`src/inc/idf_pkg.sv`:
```
// constants, types and register map of the accelerometer dual-channel and gyroscope filter block
// How it works
// - out of reset the accelerometer runs one channel whose full scale is set from 2 g up to 16 g.
// - the host writes the second-channel enable bit in control register eight, 1 turning channel two on and 0 off.
// - switching channel two on reaches channel one only through ready while interface batching is set; channel one keeps the scale held in its two-bit field.
// - while enabled, channel two delivers 16 g samples at the same rate as channel one.
// - channel two X, Y and Z sit as low/high byte pairs at 34h to 39h in two's complement.
// - channel two is shaped by the first low-pass filter of the accelerometer path.
// - with the interface batch bit set, every channel two sample is pushed into the fifo.
// - with the state-machine batch bit set, state-machine push commands put channel two samples into the fifo.
// - with channel two on, stabilisation accelerometer data is kept off the primary interface unless state-machine batching is on.
// - in modes 1 and 2 gyroscope data passes a selectable first low-pass filter and then a fixed second one.
// - the first gyroscope filter only acts in high-performance and high-accuracy modes and is bypassed in low power.
// - while a stabilisation chain runs, the first filter is withheld from the user interface chain.
// - the first gyroscope filter is enabled by a bit in control register seven, its cut-off chosen by a 3-bit field in register six.
// - the second gyroscope filter follows the gyroscope rate and is bypassed at 7680 Hz.
// - bandwidth codes 0xx all give one first-filter setting and only codes 100 to 111 narrow it.
package idf_pkg;

	////////////////////////////////////////////////////////////////////////////////
	// data carriers
	typedef logic [2:0][15:0] idf_axes_t;          // x, y, z as signed 16-bit words

	typedef struct packed {
		logic      from_fsm;                        // 1: pushed by a state-machine command
		idf_axes_t samp;                            // channel two sample
	} idf_fifo_word_t;

	typedef enum {BUF_EMPTY, BUF_ONE, BUF_TWO} idf_buf_state_t;

	////////////////////////////////////////////////////////////////////////////////
	// register offsets
	localparam logic [7:0] OFF_FIFO_CONTROL_REGISTER_TWO = 8'h08;
	localparam logic [7:0] OFF_ACC_CTRL1  = 8'h10;
	localparam logic [7:0] OFF_CONTROL_REGISTER_SIX      = 8'h15;
	localparam logic [7:0] OFF_CONTROL_REGISTER_SEVEN      = 8'h16;
	localparam logic [7:0] OFF_CONTROL_REGISTER_EIGHT      = 8'h17;
	localparam logic [7:0] OFF_EMB_CFG    = 8'h63;
	localparam logic [7:0] OFF_CH2_X_L    = 8'h34;
	localparam logic [7:0] OFF_CH2_Z_H    = 8'h39;

	////////////////////////////////////////////////////////////////////////////////
	// field positions
	localparam int BIT_FS_LO       = 0;         // accel_full_scale_field [1:0] in register eight
	localparam int BIT_DUAL_EN     = 3;         // accel_second_channel_enable in register eight
	localparam int BIT_RATE_LO     = 4;         // accel_rate_field [7:4] in accel register one
	localparam int BIT_G_BW_LO     = 0;         // gyro_first_filter_bandwidth [2:0] in register six
	localparam int BIT_G_FIRST_LOWPASS_FILTER_EN   = 0;         // gyro_first_filter_enable in register seven
	localparam int BIT_IF_BATCH    = 3;         // ch2_interface_batch_bit
	localparam int BIT_FSM_BATCH   = 3;         // ch2_state_machine_batch_bit

	////////////////////////////////////////////////////////////////////////////////
	// reset values
	localparam logic [7:0] RST_CTRL        = 8'h00;
	localparam logic [1:0] RST_FS          = 2'h0;
	localparam logic [3:0] RST_RATE        = 4'h0;
	localparam logic [2:0] RST_G_BW        = 3'h0;

	////////////////////////////////////////////////////////////////////////////////
	// filter settings, given as right shifts of a first-order smoother, and the gyroscope rate codes that select them
	localparam logic [2:0] ACC_FIRST_LOWPASS_FILTER_SHIFT  = 3'h1;
	localparam logic [2:0] G_FIRST_LOWPASS_FILTER_WIDE     = 3'h1;   // shared by codes 0xx
	localparam logic [3:0] G_RATE_7680     = 4'hc;   // gyroscope rate code of 7680 Hz
	localparam logic [3:0] G_RATE_FAST_MIN = 4'h9;
	localparam logic [2:0] G_SECOND_LOWPASS_FILTER_SLOW     = 3'h2;
	localparam logic [2:0] G_SECOND_LOWPASS_FILTER_FAST     = 3'h1;

endpackage

```
`src/design/idf_lowpass.sv`:
```
// three-axis first-order low-pass stage with bypass
`timescale 1ns/1ps
module idf_lowpass (
	// clock and reset
	input  wire logic                 i_core_clk,
	input  wire logic                 i_rst,
	input  wire logic                 i_ce,
	// control
	input  wire logic                 i_bypass,
	input  wire logic [2:0]           i_shift,
	// sample in
	input  wire logic                 i_valid,
	input  wire idf_pkg::idf_axes_t   i_samp,
	// sample out
	output logic                      o_valid,
	output idf_pkg::idf_axes_t        o_samp
);

	////////////////////////////////////////////////////////////////////////////////
	// per-axis smoother: y moves toward x by (x - y) >>> shift, never overshoots
	idf_pkg::idf_axes_t nxt;

	genvar a;
	generate
		for (a = 0; a < 3; a++) begin : g_axis
			logic signed [16:0] diff;
			logic signed [16:0] step;
			logic signed [16:0] sum;
			assign diff   = $signed({i_samp[a][15], i_samp[a]}) - $signed({o_samp[a][15], o_samp[a]});
			assign step   = diff >>> i_shift;
			assign sum    = $signed({o_samp[a][15], o_samp[a]}) + step;
			assign nxt[a] = i_bypass ? i_samp[a] : sum[15:0];
		end
	endgenerate

	// one process owns the whole output word so it has a single driver
	always_ff @(posedge i_core_clk) begin
		if (i_rst) begin
			o_samp <= '0;
		end else if (i_ce && i_valid) begin
			o_samp <= nxt;
		end
	end

	// strobe is registered on the same edge as the data
	always_ff @(posedge i_core_clk) begin
		if (i_rst) begin
			o_valid <= 1'b0;
		end else if (i_ce) begin
			o_valid <= i_valid;
		end
	end

endmodule // idf_lowpass

```
`src/design/idf_filter_cfg.sv`:
```
// accelerometer dual-channel path, gyroscope filter chain and their registers
`timescale 1ns/1ps
module idf_filter_cfg (
	// clock and reset
	input  wire logic                   i_core_clk,
	input  wire logic                   i_rst,
	input  wire logic                   i_ce,
	// register port
	input  wire logic                   i_reg_wr,
	input  wire logic                   i_reg_rd,
	input  wire logic [7:0]             i_reg_addr,
	input  wire logic [7:0]             i_reg_wdata,
	output logic [7:0]                  o_reg_rdata,
	output logic                        o_reg_rvalid,
	// accelerometer raw samples at 16 g scale
	input  wire logic                   i_accel_valid,
	input  wire idf_pkg::idf_axes_t     i_accel_sample,
	output logic                        o_accel_ready,
	output logic                        o_accel_ch1_valid,
	output idf_pkg::idf_axes_t          o_accel_ch1,
	// state machine and stabilisation status
	input  wire logic                   i_fsm_push_cmd,
	output logic                        o_ois_primary_en,
	// fifo write side
	output logic                        o_fifo_valid,
	output idf_pkg::idf_fifo_word_t     o_fifo_word,
	input  wire logic                   i_fifo_ready,
	// gyroscope
	input  wire logic                   i_gyro_valid,
	input  wire idf_pkg::idf_axes_t     i_gyro_sample,
	input  wire logic [3:0]             i_gyro_rate,
	input  wire logic                   i_gyro_low_power,
	input  wire logic                   i_stab_chain_en,
	output logic                        o_gyro_valid,
	output idf_pkg::idf_axes_t          o_gyro_data
);

	////////////////////////////////////////////////////////////////////////////////
	// decoding helpers
	function automatic idf_pkg::idf_axes_t sat_scale(input idf_pkg::idf_axes_t raw, input logic [1:0] fs);
		idf_pkg::idf_axes_t r;
		logic signed [18:0] w;
		logic [1:0]         sh;
		r  = '0;
		sh = 2'h3 - fs;                              // 16 g raw, narrower scale means more gain
		for (int a = 0; a < 3; a++) begin
			w = $signed({{3{raw[a][15]}}, raw[a]}) <<< sh;
			if (w > 19'sh07fff) begin
				r[a] = 16'h7fff;
			end else if (w < 19'sh78000) begin
				r[a] = 16'h8000;
			end else begin
				r[a] = w[15:0];
			end
		end
		return r;
	endfunction

	function automatic logic [2:0] g_bw_shift(input logic [2:0] bw);
		case (bw)
			3'h4:    return 3'h2;
			3'h5:    return 3'h3;
			3'h6:    return 3'h4;
			3'h7:    return 3'h5;
			default: return idf_pkg::G_FIRST_LOWPASS_FILTER_WIDE;
		endcase
	endfunction

	////////////////////////////////////////////////////////////////////////////////
	// configuration bits
	logic [1:0] fs_q;
	logic       dual_en_q;
	logic [3:0] rate_q;
	logic [2:0] g_bw_q;
	logic       g_first_lowpass_filter_en_q;
	logic       if_batch_q;
	logic       fsm_batch_q;

	// host writes land in one cycle; unmapped and read-only offsets ignore writes
	always_ff @(posedge i_core_clk) begin
		if (i_rst) begin
			fs_q        <= idf_pkg::RST_FS;
			dual_en_q   <= 1'b0;
			rate_q      <= idf_pkg::RST_RATE;
			g_bw_q      <= idf_pkg::RST_G_BW;
			g_first_lowpass_filter_en_q <= 1'b0;
			if_batch_q  <= 1'b0;
			fsm_batch_q <= 1'b0;
		end else if (i_ce && i_reg_wr) begin
			case (i_reg_addr)
				idf_pkg::OFF_CONTROL_REGISTER_EIGHT: begin
					fs_q      <= i_reg_wdata[idf_pkg::BIT_FS_LO +: 2];
					dual_en_q <= i_reg_wdata[idf_pkg::BIT_DUAL_EN];
				end
				idf_pkg::OFF_ACC_CTRL1: rate_q      <= i_reg_wdata[idf_pkg::BIT_RATE_LO +: 4];
				idf_pkg::OFF_CONTROL_REGISTER_SIX:     g_bw_q      <= i_reg_wdata[idf_pkg::BIT_G_BW_LO +: 3];
				idf_pkg::OFF_CONTROL_REGISTER_SEVEN:     g_first_lowpass_filter_en_q <= i_reg_wdata[idf_pkg::BIT_G_FIRST_LOWPASS_FILTER_EN];
				idf_pkg::OFF_EMB_CFG:   if_batch_q  <= i_reg_wdata[idf_pkg::BIT_IF_BATCH];
				idf_pkg::OFF_FIFO_CONTROL_REGISTER_TWO: fsm_batch_q <= i_reg_wdata[idf_pkg::BIT_FSM_BATCH];
				default: ;
			endcase
		end
	end

	////////////////////////////////////////////////////////////////////////////////
	// accelerometer channel one and two
	idf_pkg::idf_axes_t ch2_filt;
	idf_pkg::idf_axes_t ch2_q;
	logic               ch2_filt_valid;
	logic               accept;
	logic               batching;

	assign batching = dual_en_q && if_batch_q;
	assign accept   = i_accel_valid && o_accel_ready;

	// channel one sees the dual enable only through ready, while interface batching is on
	always_ff @(posedge i_core_clk) begin
		if (i_rst) begin
			o_accel_ch1       <= '0;
			o_accel_ch1_valid <= 1'b0;
		end else if (i_ce) begin
			o_accel_ch1_valid <= accept;
			if (accept) begin
				o_accel_ch1 <= sat_scale(i_accel_sample, fs_q);
			end
		end
	end

	// channel two rides the same strobe, so it shares the rate of channel one
	idf_lowpass u_acc_first_lowpass_filter (
		.i_core_clk (i_core_clk),
		.i_rst      (i_rst),
		.i_ce       (i_ce),
		.i_bypass   (1'b0),
		.i_shift    (idf_pkg::ACC_FIRST_LOWPASS_FILTER_SHIFT),
		.i_valid    (accept && dual_en_q),
		.i_samp     (i_accel_sample),
		.o_valid    (ch2_filt_valid),
		.o_samp     (ch2_filt)
	);

	// output bytes hold the last sample once channel two is switched off
	always_ff @(posedge i_core_clk) begin
		if (i_rst) begin
			ch2_q <= '0;
		end else if (i_ce && ch2_filt_valid && dual_en_q) begin
			ch2_q <= ch2_filt;
		end
	end

	////////////////////////////////////////////////////////////////////////////////
	// register reads, answered one cycle after the strobe
	logic [7:0] rdata_d;
	logic [7:0] ch2_idx;

	assign ch2_idx = i_reg_addr - idf_pkg::OFF_CH2_X_L;

	always_comb begin
		rdata_d = 8'h00;
		case (i_reg_addr)
			idf_pkg::OFF_CONTROL_REGISTER_EIGHT: begin
				rdata_d[idf_pkg::BIT_FS_LO +: 2]  = fs_q;
				rdata_d[idf_pkg::BIT_DUAL_EN]     = dual_en_q;
			end
			idf_pkg::OFF_ACC_CTRL1:  rdata_d[idf_pkg::BIT_RATE_LO +: 4]  = rate_q;
			idf_pkg::OFF_CONTROL_REGISTER_SIX:      rdata_d[idf_pkg::BIT_G_BW_LO +: 3]  = g_bw_q;
			idf_pkg::OFF_CONTROL_REGISTER_SEVEN:      rdata_d[idf_pkg::BIT_G_FIRST_LOWPASS_FILTER_EN]     = g_first_lowpass_filter_en_q;
			idf_pkg::OFF_EMB_CFG:    rdata_d[idf_pkg::BIT_IF_BATCH]      = if_batch_q;
			idf_pkg::OFF_FIFO_CONTROL_REGISTER_TWO: rdata_d[idf_pkg::BIT_FSM_BATCH]     = fsm_batch_q;
			default: begin
				if (i_reg_addr >= idf_pkg::OFF_CH2_X_L && i_reg_addr <= idf_pkg::OFF_CH2_Z_H) begin
					// low byte at the even index, two's complement as stored
					rdata_d = ch2_q[ch2_idx[2:1]][ch2_idx[0]*8 +: 8];
				end
			end
		endcase
	end

	always_ff @(posedge i_core_clk) begin
		if (i_rst) begin
			o_reg_rdata  <= 8'h00;
			o_reg_rvalid <= 1'b0;
		end else if (i_ce) begin
			o_reg_rvalid <= i_reg_rd;
			if (i_reg_rd) begin
				o_reg_rdata <= rdata_d;
			end
		end
	end

	////////////////////////////////////////////////////////////////////////////////
	// fifo feed: two-entry buffer, interface pushes beat state-machine pushes
	idf_pkg::idf_buf_state_t state_q;
	idf_pkg::idf_buf_state_t state_d;
	idf_pkg::idf_fifo_word_t ent_q [2];
	idf_pkg::idf_fifo_word_t push_word;
	logic                    push_if;
	logic                    push_fsm;
	logic                    push;
	logic                    pop;
	logic                    pend_q;

	assign push_if   = ch2_filt_valid && batching;
	// a command waits while an interface sample is taken or in flight
	assign push_fsm  = pend_q && !push_if && !(accept && batching) && state_q != idf_pkg::BUF_TWO;
	assign push      = push_if || push_fsm;
	assign pop       = o_fifo_valid && i_fifo_ready;
	assign push_word = push_if ? idf_pkg::idf_fifo_word_t'{from_fsm: 1'b0, samp: ch2_filt}
	                           : idf_pkg::idf_fifo_word_t'{from_fsm: 1'b1, samp: ch2_q};

	// a command arriving as the previous one is served stays pending
	always_ff @(posedge i_core_clk) begin
		if (i_rst) begin
			pend_q <= 1'b0;
		end else if (i_ce) begin
			pend_q <= (i_fsm_push_cmd && fsm_batch_q) || (pend_q && !push_fsm);
		end
	end

	always_comb begin
		state_d = state_q;
		case (state_q)
			idf_pkg::BUF_EMPTY: if (push) state_d = idf_pkg::BUF_ONE;
			idf_pkg::BUF_ONE:   if (push && !pop) state_d = idf_pkg::BUF_TWO;
			                    else if (!push && pop) state_d = idf_pkg::BUF_EMPTY;
			idf_pkg::BUF_TWO:   if (pop && !push) state_d = idf_pkg::BUF_ONE;
			default:            state_d = idf_pkg::BUF_EMPTY;
		endcase
	end

	always_ff @(posedge i_core_clk) begin
		if (i_rst) begin
			state_q <= idf_pkg::BUF_EMPTY;
		end else if (i_ce) begin
			state_q <= state_d;
		end
	end

	// head always in slot zero so the output word is a flop
	always_ff @(posedge i_core_clk) begin
		if (i_rst) begin
			ent_q[0] <= '0;
			ent_q[1] <= '0;
		end else if (i_ce) begin
			if ((state_q == idf_pkg::BUF_EMPTY && push) || (state_q == idf_pkg::BUF_ONE && push && pop)) begin
				ent_q[0] <= push_word;
			end else if (pop && state_q == idf_pkg::BUF_TWO) begin
				ent_q[0] <= ent_q[1];
			end
			if (push && ((state_q == idf_pkg::BUF_ONE && !pop) || state_q == idf_pkg::BUF_TWO)) begin
				ent_q[1] <= push_word;
			end
		end
	end

	assign o_fifo_word = ent_q[0];

	// ready counts the sample still inside the filter; at most two samples in three cycles while batching
	always_ff @(posedge i_core_clk) begin
		if (i_rst) begin
			o_fifo_valid  <= 1'b0;
			o_accel_ready <= 1'b1;
		end else if (i_ce) begin
			o_fifo_valid  <= state_d != idf_pkg::BUF_EMPTY;
			o_accel_ready <= !batching || state_d == idf_pkg::BUF_EMPTY ||
			                 (state_d == idf_pkg::BUF_ONE && !accept);
		end
	end

	// stabilisation data reaches the primary side only when allowed
	always_ff @(posedge i_core_clk) begin
		if (i_rst) begin
			o_ois_primary_en <= 1'b1;
		end else if (i_ce) begin
			o_ois_primary_en <= !dual_en_q || fsm_batch_q;
		end
	end

	////////////////////////////////////////////////////////////////////////////////
	// gyroscope chain: first filter then second filter
	logic               g1_bypass;
	logic               g2_bypass;
	logic [2:0]         g1_shift;
	logic [2:0]         g2_shift;
	logic               g1_valid;
	idf_pkg::idf_axes_t g1_samp;

	assign g1_bypass = !g_first_lowpass_filter_en_q || i_gyro_low_power || i_stab_chain_en;
	assign g1_shift  = g_bw_shift(g_bw_q);
	assign g2_bypass = i_gyro_rate == idf_pkg::G_RATE_7680 || i_gyro_low_power;
	assign g2_shift  = (i_gyro_rate >= idf_pkg::G_RATE_FAST_MIN) ? idf_pkg::G_SECOND_LOWPASS_FILTER_FAST : idf_pkg::G_SECOND_LOWPASS_FILTER_SLOW;

	idf_lowpass u_g_first_lowpass_filter (
		.i_core_clk (i_core_clk),
		.i_rst      (i_rst),
		.i_ce       (i_ce),
		.i_bypass   (g1_bypass),
		.i_shift    (g1_shift),
		.i_valid    (i_gyro_valid),
		.i_samp     (i_gyro_sample),
		.o_valid    (g1_valid),
		.o_samp     (g1_samp)
	);

	idf_lowpass u_g_second_lowpass_filter (
		.i_core_clk (i_core_clk),
		.i_rst      (i_rst),
		.i_ce       (i_ce),
		.i_bypass   (g2_bypass),
		.i_shift    (g2_shift),
		.i_valid    (g1_valid),
		.i_samp     (g1_samp),
		.o_valid    (o_gyro_valid),
		.o_samp     (o_gyro_data)
	);
endmodule // idf_filter_cfg

```
`config.mk`:
```
export PLATFORM = sky130hd
export DESIGN_NAME = idf_filter_cfg
export DESIGN_NICKNAME = d
export VERILOG_FILES = /design/src/inc/idf_pkg.sv /design/src/design/idf_lowpass.sv /design/src/design/idf_filter_cfg.sv
export SDC_FILE = /design/constraint.sdc
export NUM_CORES = 2
export LEC_CHECK = 0
export BUFFER_PORTS_ARGS = -buffer_cell sky130_fd_sc_hd__buf_2
export CORE_ASPECT_RATIO = 0.9
export CORE_MARGIN = 2
export CORE_UTILIZATION = 55
export CTS_CLUSTER_SIZE = 8
export DETAILED_ROUTE_END_ITERATION = 12
export PLACE_DENSITY = 0.74
export SYNTH_ARGS = -nofsm -noshare
export SYNTH_HDL_FRONTEND = slang
export SYNTH_HIERARCHICAL = 1
export SYNTH_SLANG_ARGS = --single-unit
```
`constraint.sdc`:
```
create_clock -name i_core_clk -period 7.3 [get_ports i_core_clk]
set_input_delay 0.365 -clock i_core_clk [delete_from_list [all_inputs] [get_ports i_core_clk]]
set_output_delay 0.365 -clock i_core_clk [all_outputs]
set_load 0.1 [all_outputs]
```
; ---- Word level (Yosys, flattened, before mapping)
; Memory sizes are Yosys's and may differ from the RTL's.
; Index checks and enable logic that the tools add are counted.
[totals]
inputBits = 127
regBits = 302
out_inout_bits = 159
elab_cells = 203
n_memories = 1
ram_bits = 98
[classes]
add_sub_neg = 20
n_eq_ne = 17
mux = 46
bitwise = 3
shifts = 10
reduce_logical = 63
n_lt_le_gt_ge = 10
[memory_table]
columns = memory, words, word_bits, rd, rd_clocked_by_memory_dff, wr, line_no
row1 = ent_q, 2, 49, 2, 0, 2, idf_filter_cfg.sv:195  ; idf_pkg::idf_fifo_word_t ent_q [2];
[ops]
columns = op, count
row1 = $mux 16, 13
row2 = $mux 49, 4
row3 = $sub 16x16->17, 9
row4 = $add 16x16->16, 9
row5 = $mux 32, 4
row6 = $eq 32x2->1 const B, 3
row7 = $logic_not 32->1, 3
row8 = $pmux 32 s3, 1
row9 = $gt 19x16->1 const B, 3
row10 = $lt 19x16->1 const B, 3
row11 = $sshl 16x2->19, 3
row12 = $sshr 17x2->16, 3
row13 = $sshr 17x3->16, 3
row14 = $bmux 16 s2, 1
row15 = $eq 32x1->1 const B, 1
row16 = $eq 32x3->1 const B, 1
row17 = $eq 8x5->1 const B, 4
row18 = $ne 32x3->1 const B, 1
row19 = $reduce_bool 32->1, 1
row20 = $logic_and 1x1->1, 27
row21 = $reduce_and 2->1, 8
row22 = $shiftx 16x5->8, 1
row23 = $mux 1, 15
row24 = $eq 3x3->1 const B, 4
row25 = other kinds (22), 44

; ---- Logic depth before layout (Yosys ltp)
[logic_depth]
depth_word = 16
ltp_mapped = 23
depth_no_buf = 23

; ---- Cells and area by module
; Netlist, hierarchy kept.
[by_module_without_submodules]
columns = module, seq_area_each_um2, cells_each, area_each_um2, instances
row1 = idf_filter_cfg, 6045.8, 1248, 12117.9, 1
row2 = idf_lowpass (u_g_second_lowpass_filter), 980.9, 1100, 8438.1, 1
row3 = idf_lowpass (u_g_first_lowpass_filter), 980.9, 1097, 8356.8, 1
row4 = idf_lowpass (u_acc_first_lowpass_filter), 980.9, 1112, 8284.2, 1

; ---- Least setup slack after synthesis
; Ideal clock, no wire load.
[synth_timing]
path_kind = reg2reg
start = register o_fifo_valid
end = memory ent_q[0][0] (netlist name), enable pin
stages_incl_launch_ff = 5
period_less_slack_ps = 5483
required_ps = 6777
setup_slack_ps = 1817
path_buffers = 0
setup_ps = 523
arrival_time_ps = 4960
cell_sequence = dfxtp_1 nand2_1 and2b_1 a21oi_1 o21ai_0
[synth_lines]
columns = item, line_no
row1 = "start, declared", idf_filter_cfg.sv:25  ; output logic o_fifo_valid,
row2 = "start signal, assigned", idf_filter_cfg.sv:264  ; o_fifo_valid <= state_d != idf_pkg::BUF_EMPTY;
row3 = "end, declared", idf_filter_cfg.sv:195

; ---- Worst setup path after layout
[layout_timing]
start = register u_g_first_lowpass_filter/o_samp[16] (netlist name)
end = register u_g_second_lowpass_filter/o_samp[31] (netlist name)
[layout_via]
elab_chain_len = 4
[layout_rtl]
columns = item, line_no
row1 = "start, declared", idf_lowpass.sv:16  ; output idf_pkg::idf_axes_t o_samp
row2 = "start signal, assigned", idf_lowpass.sv:41  ; o_samp <= nxt;
row3 = $sub 16x16->17, idf_lowpass.sv:29  ; assign diff = $signed({i_samp[a][15], i_samp[a]}) - $signed({o_samp[a][15], o_samp[a]});
row4 = $sshr 17x2->16, idf_lowpass.sv:30  ; assign step = diff >>> i_shift;
row5 = $add 16x16->16, idf_lowpass.sv:31  ; assign sum = $signed({o_samp[a][15], o_samp[a]}) + step;
row6 = $mux 16, idf_lowpass.sv:32  ; assign nxt[a] = i_bypass ? i_samp[a] : sum[15:0];
row7 = "end signal, assigned", idf_lowpass.sv:41
row8 = "end, declared", idf_lowpass.sv:16
; Every way passes these cells.
; A chain may end at the register's enable or synchronous reset.

==> results.md <==
- The detailed-route DRC error count is 0.
- The number of enable-type register cells in the synthesized netlist is 98.
- The worst path meets setup with 1829 ps of slack.
- The pre-antenna-repair detailed-routing pass consisted of 6 iterations.
- The share of the clock period used by the worst path after layout is between 70% and 80%.
- The final-layout fill cell count is ~6,000.
- The most used flip-flop cell after synthesis is sky130_fd_sc_hd__dfxtp_1.
- The HPWL after detailed placement is 85.54 mm.
- The accumulated negative setup slack is 0 ps.
- After the first detailed-routing iteration, the DRC count stood at between 2,000 and 3,000.
- The area growth from synthesis to layout is 8.722%.
- The number of sinks handled by clock tree synthesis is 400.
- The netlist area before placement is around 37,000 sq um.
- TritonCTS built the clock tree.
- The worst setup path is of the register to register kind.
- The number of buffers created by CTS is 57.
- Summed over all nets, the switching power comes to ~3100 uW.
- Sequential cells burn between 20% and 30% of the power.
- The number of global-route vias before repair was between 30,000 and 40,000.
- The run finished with clean final reports.
- The total count of hold-check failures in the final report was 0.
- Yosys printed 6 warnings.
- The clock root buffer is sky130_fd_sc_hd__clkbuf_16.
- The reported leakage power is ~0.017 uW.
- The clock skew is between 80 and 90 ps.
- The post-route netlist has between 10 and 15% of its cells at a drive strength greater than 1.
- In the final routed layout, each cell accounts on average for just over 20 um.
- Once the floorplan was initialized, standard cells occupied 55.52% of the core.
- The number of instances in the synthesized netlist is between 4,000 and 5,000.
- The max-slew violation count is 0.
- The number of nets with antenna violations after routing is 0.
- The main combinational cell family by area after synthesis is compound AO/OA/AOI/OAI gates.
- The final layout contains routed wiring with a total length of between 100 and 150 mm.
- The number of setup buffers added after CTS is 0.
- The worst-case IR drop observed on VDD is about 0.19 mV.
- The share of flip-flops with an asynchronous set or reset after synthesis is 0%.
- The number of setup violations in the final report is 0.
- The mux contribution to synthesized area is between 10% and 20%.
- Clock-pin slew was measured on the worst setup and hold paths at 60 ps.
- The power consumption is 8135 uW.
- The number of nets in the final layout is 5,114.
- The clock period minus worst slack is between 5000 and 6000 ps.
- The arrival time reported for the critical path endpoint is roughly 6000 ps.
- Sequential cells were found to cover between 20% and 30% of the synthesized design area.
- Synthesis inferred 400 register bits.
- The die is between 200 and 300 um wide.
- Setup repair after global routing left no endpoint under its margin.
- The average instance in the mapped netlist occupies 8.163 sq um.
- The maximum number of pins on one net before global-route repair is 98.
- The total congestion overflow is 0.
- The core footprint is approximately 67,000 sq um.
- The vias after detailed routing is about 35,000.
- The library cells used most frequently in the layout, excluding fill and tap cells, are sky130_fd_sc_hd__nand2_1 (478), sky130_fd_sc_hd__nor2_1 (417), sky130_fd_sc_hd__a21oi_1 (357), sky130_fd_sc_hd__ha_1 (320), sky130_fd_sc_hd__dfxtp_1 (300).
- The most common cell after layout, fill and taps aside is sky130_fd_sc_hd__nand2_1.
- The capturing element type of the critical path is a register.
- The synthesized netlist devotes between 15 and 20% of its cell area to simple gates.
- The internal power of the cells totals roughly 5000 uW.
- The count of max-cap constraint violations is 0.
- The fraction of power consumed by combinational cells is 39.3%.
- Data on the critical path is required at its endpoint by 7810 ps.
- The die covers 69,730 sq um.
- The largest buffer count on any clock path is 3.
- The final RePlAce weighted congestion is about 0.97.
- The fraction of the mapped netlist area in compound gates is around a quarter.
- The floorplan step set the die height to roughly 250 um.
- The core utilization of the finished layout is 60.36%.
- The global-route usage over all layers is a little under a third.
- Of the total synthesized cell area, the portion taken by full adders, half adders and majority gates is a little under an eighth.
- The tightest min-delay check is of the input pin to register type.
- The clock reaches the later pin of the worst-skew pair after around 660 ps.
- Using the TritonRoute via totals, the vias-per-cell ratio works out to 6.247.
- The count of unique library cells instantiated by Yosys is around 110.
- Of all nets on the critical path, the largest fanout is 6.
- The transition time at the pin with the least slew margin is around 1200 ps.
- Row generation in the floorplan step produced 90 rows.
- The worst slew margin relative to its limit is 22.90%.
- The sort of element at the start of the critical path is a register.
- The initial antenna violation count is 14.
- The clock network fraction of total power is a little under a third.
- The switching part of the total power is 38.26%.
- In this run, post-CTS repair resized a total of 0 instances.
- The H-tree was split into 2 levels.
- OpenSTA, run right after detailed placement, puts the worst setup slack at between 1500 and 2000 ps.
- Port buffering added approximately 290 buffers.
- The global-route wire length before repair is approximately 180 mm.
- The achievable frequency is 182.8 MHz.
- The xor and xnor area share after synthesis is 5.220%.
- Dividing total power by cell area gives a power density of 201.2 nW/um^2.
- The boundary pin count is between 200 and 300.
## synth_stat cells (96+ instances only)
library cell	number	share of area [%]
sky130_fd_sc_hd__nand2_1	482	4.9
sky130_fd_sc_hd__nor2_1	417	4.2
sky130_fd_sc_hd__a21oi_1	357	4.8
sky130_fd_sc_hd__ha_1	320	11
sky130_fd_sc_hd__dfxtp_1	302	16
sky130_fd_sc_hd__o21ai_0	261	3.5
sky130_fd_sc_hd__mux2i_1	246	6.6
sky130_fd_sc_hd__inv_1	210	2.1
sky130_fd_sc_hd__a211oi_1	178	3.6
sky130_fd_sc_hd__clkbuf_1	173	1.7
sky130_fd_sc_hd__xnor2_1	146	3.4
sky130_fd_sc_hd__edfxtp_1	98	7.9
sky130_fd_sc_hd__a21o_1	96	1.9
## metrics by stage
stage | hold slack (ps) | std cells | cell area [sq um]
floorplan | 430.2 | 4570 | 37250
global placement | 439.3 | 5450 | 38630
detailed placement | 443.0 | 5450 | 38630
CTS | 3.523 | 5555 | 40420
global route | 21.80 | 5556 | 40420
finish | 30.95 | 5563 | 40440
## kinds of logic (layout without fill, tap and decap cells)
family,count (synthesis),in the layout
compound gates,1389,1389
xor+xnor,217,217
fa+ha+maj,338,338
buf+inv,529,640
flops,400,400
mux,372,372
other cells,2,23
simple gates,1310,1310
## worst max-delay path, stage by stage (launching register included)
cell	delay [ps]
sky130_fd_sc_hd__dfxtp_1	500
sky130_fd_sc_hd__inv_1	110
sky130_fd_sc_hd__ha_1	230
sky130_fd_sc_hd__fa_1	390
sky130_fd_sc_hd__nor2b_1	200
sky130_fd_sc_hd__o2111ai_1	160
sky130_fd_sc_hd__nand3_1	170
sky130_fd_sc_hd__nand2_1	80
sky130_fd_sc_hd__xnor2_1	210
sky130_fd_sc_hd__nor2_1	70
sky130_fd_sc_hd__a211o_1	270
sky130_fd_sc_hd__o21a_1	120
sky130_fd_sc_hd__mux2i_1	210
sky130_fd_sc_hd__ha_1	300
sky130_fd_sc_hd__a2111oi_0	470
sky130_fd_sc_hd__o211ai_1	150
sky130_fd_sc_hd__a31oi_1	270
sky130_fd_sc_hd__o21ai_1	130
sky130_fd_sc_hd__a41oi_1	390
sky130_fd_sc_hd__o21ai_1	140
sky130_fd_sc_hd__xnor2_1	150
sky130_fd_sc_hd__or4_1	410
sky130_fd_sc_hd__a41oi_1	180
## sequential cells by signal, indices dropped and copies added (netlist names), 3 cells and up
register                           flops
ch2_q                                 48
ent_q                                 98
g_bw_q                                 3
o_accel_ch1                           48
o_reg_rdata                            8
rate_q                                 4
state_q                               32
u_acc_first_lowpass_filter/o_samp     48
u_g_first_lowpass_filter/o_samp       48
u_g_second_lowpass_filter/o_samp      48
## cell type report
type / instances / area [sq um] / area share, %
well taps: 874 / 1094 / 2.704
inverters: 215 / 807.0 / 1.996
diodes: 8 / 20.02 / 0.04950
clock inverters: 5 / 100.1 / 0.2475
flip-flops and latches: 400 / 8991 / 22.23
repair buffers: 334 / 1838 / 4.545
multi-input cells: 3641 / 26040 / 64.38
clock buffers: 86 / 1555 / 3.846
## power by group through the flow
stage / sequential [uW] / clock (uW) / combinational (uW)
6_report: 2420 / 2520 / 3200
5_1_grt: 2420 / 2650 / 3500
4_1_cts: 2420 / 2560 / 3120
3_5_place_dp: 2460 / 0 / 3100
3_3_place_gp: 2460 / 0 / 3070
2_1_floorplan: 2650 / 0 / 2290
## what timing repair did
item	in CTS	in global routing
hold buffers	14	0
endpoints found under the hold margin	19	0
setup endpoints to repair	0	0
## final timing paths
| kind | from | depth (start not counted) | slack (ps) | end |
|---|---|---|---|---|
| max | u_g_first_lowpass_filter/o_samp[16] | 22 | 1830 | u_g_second_lowpass_filter/o_samp[31] |
| max reg2reg | u_g_first_lowpass_filter/o_samp[16] | 22 | 1830 | u_g_second_lowpass_filter/o_samp[31] |
| min reg2reg | o_accel_ch1[24] | 2 | 450 | o_accel_ch1[24] |
| min | i_gyro_sample[20] | 3 | 30 | u_g_first_lowpass_filter/o_samp[20] |
## metal layers
metal,routed length (um),track usage [%],vias to the layer above,share of wire [%]
met5,95,0,-,0.082
met4,5428,14.36,14,4.7
met3,8631,5.335,231,7.5
met2,54250,53.97,1320,47
met1,47200,39.96,16420,41
li1,-,-,16770,-
(Power assumes the default switching activity.)
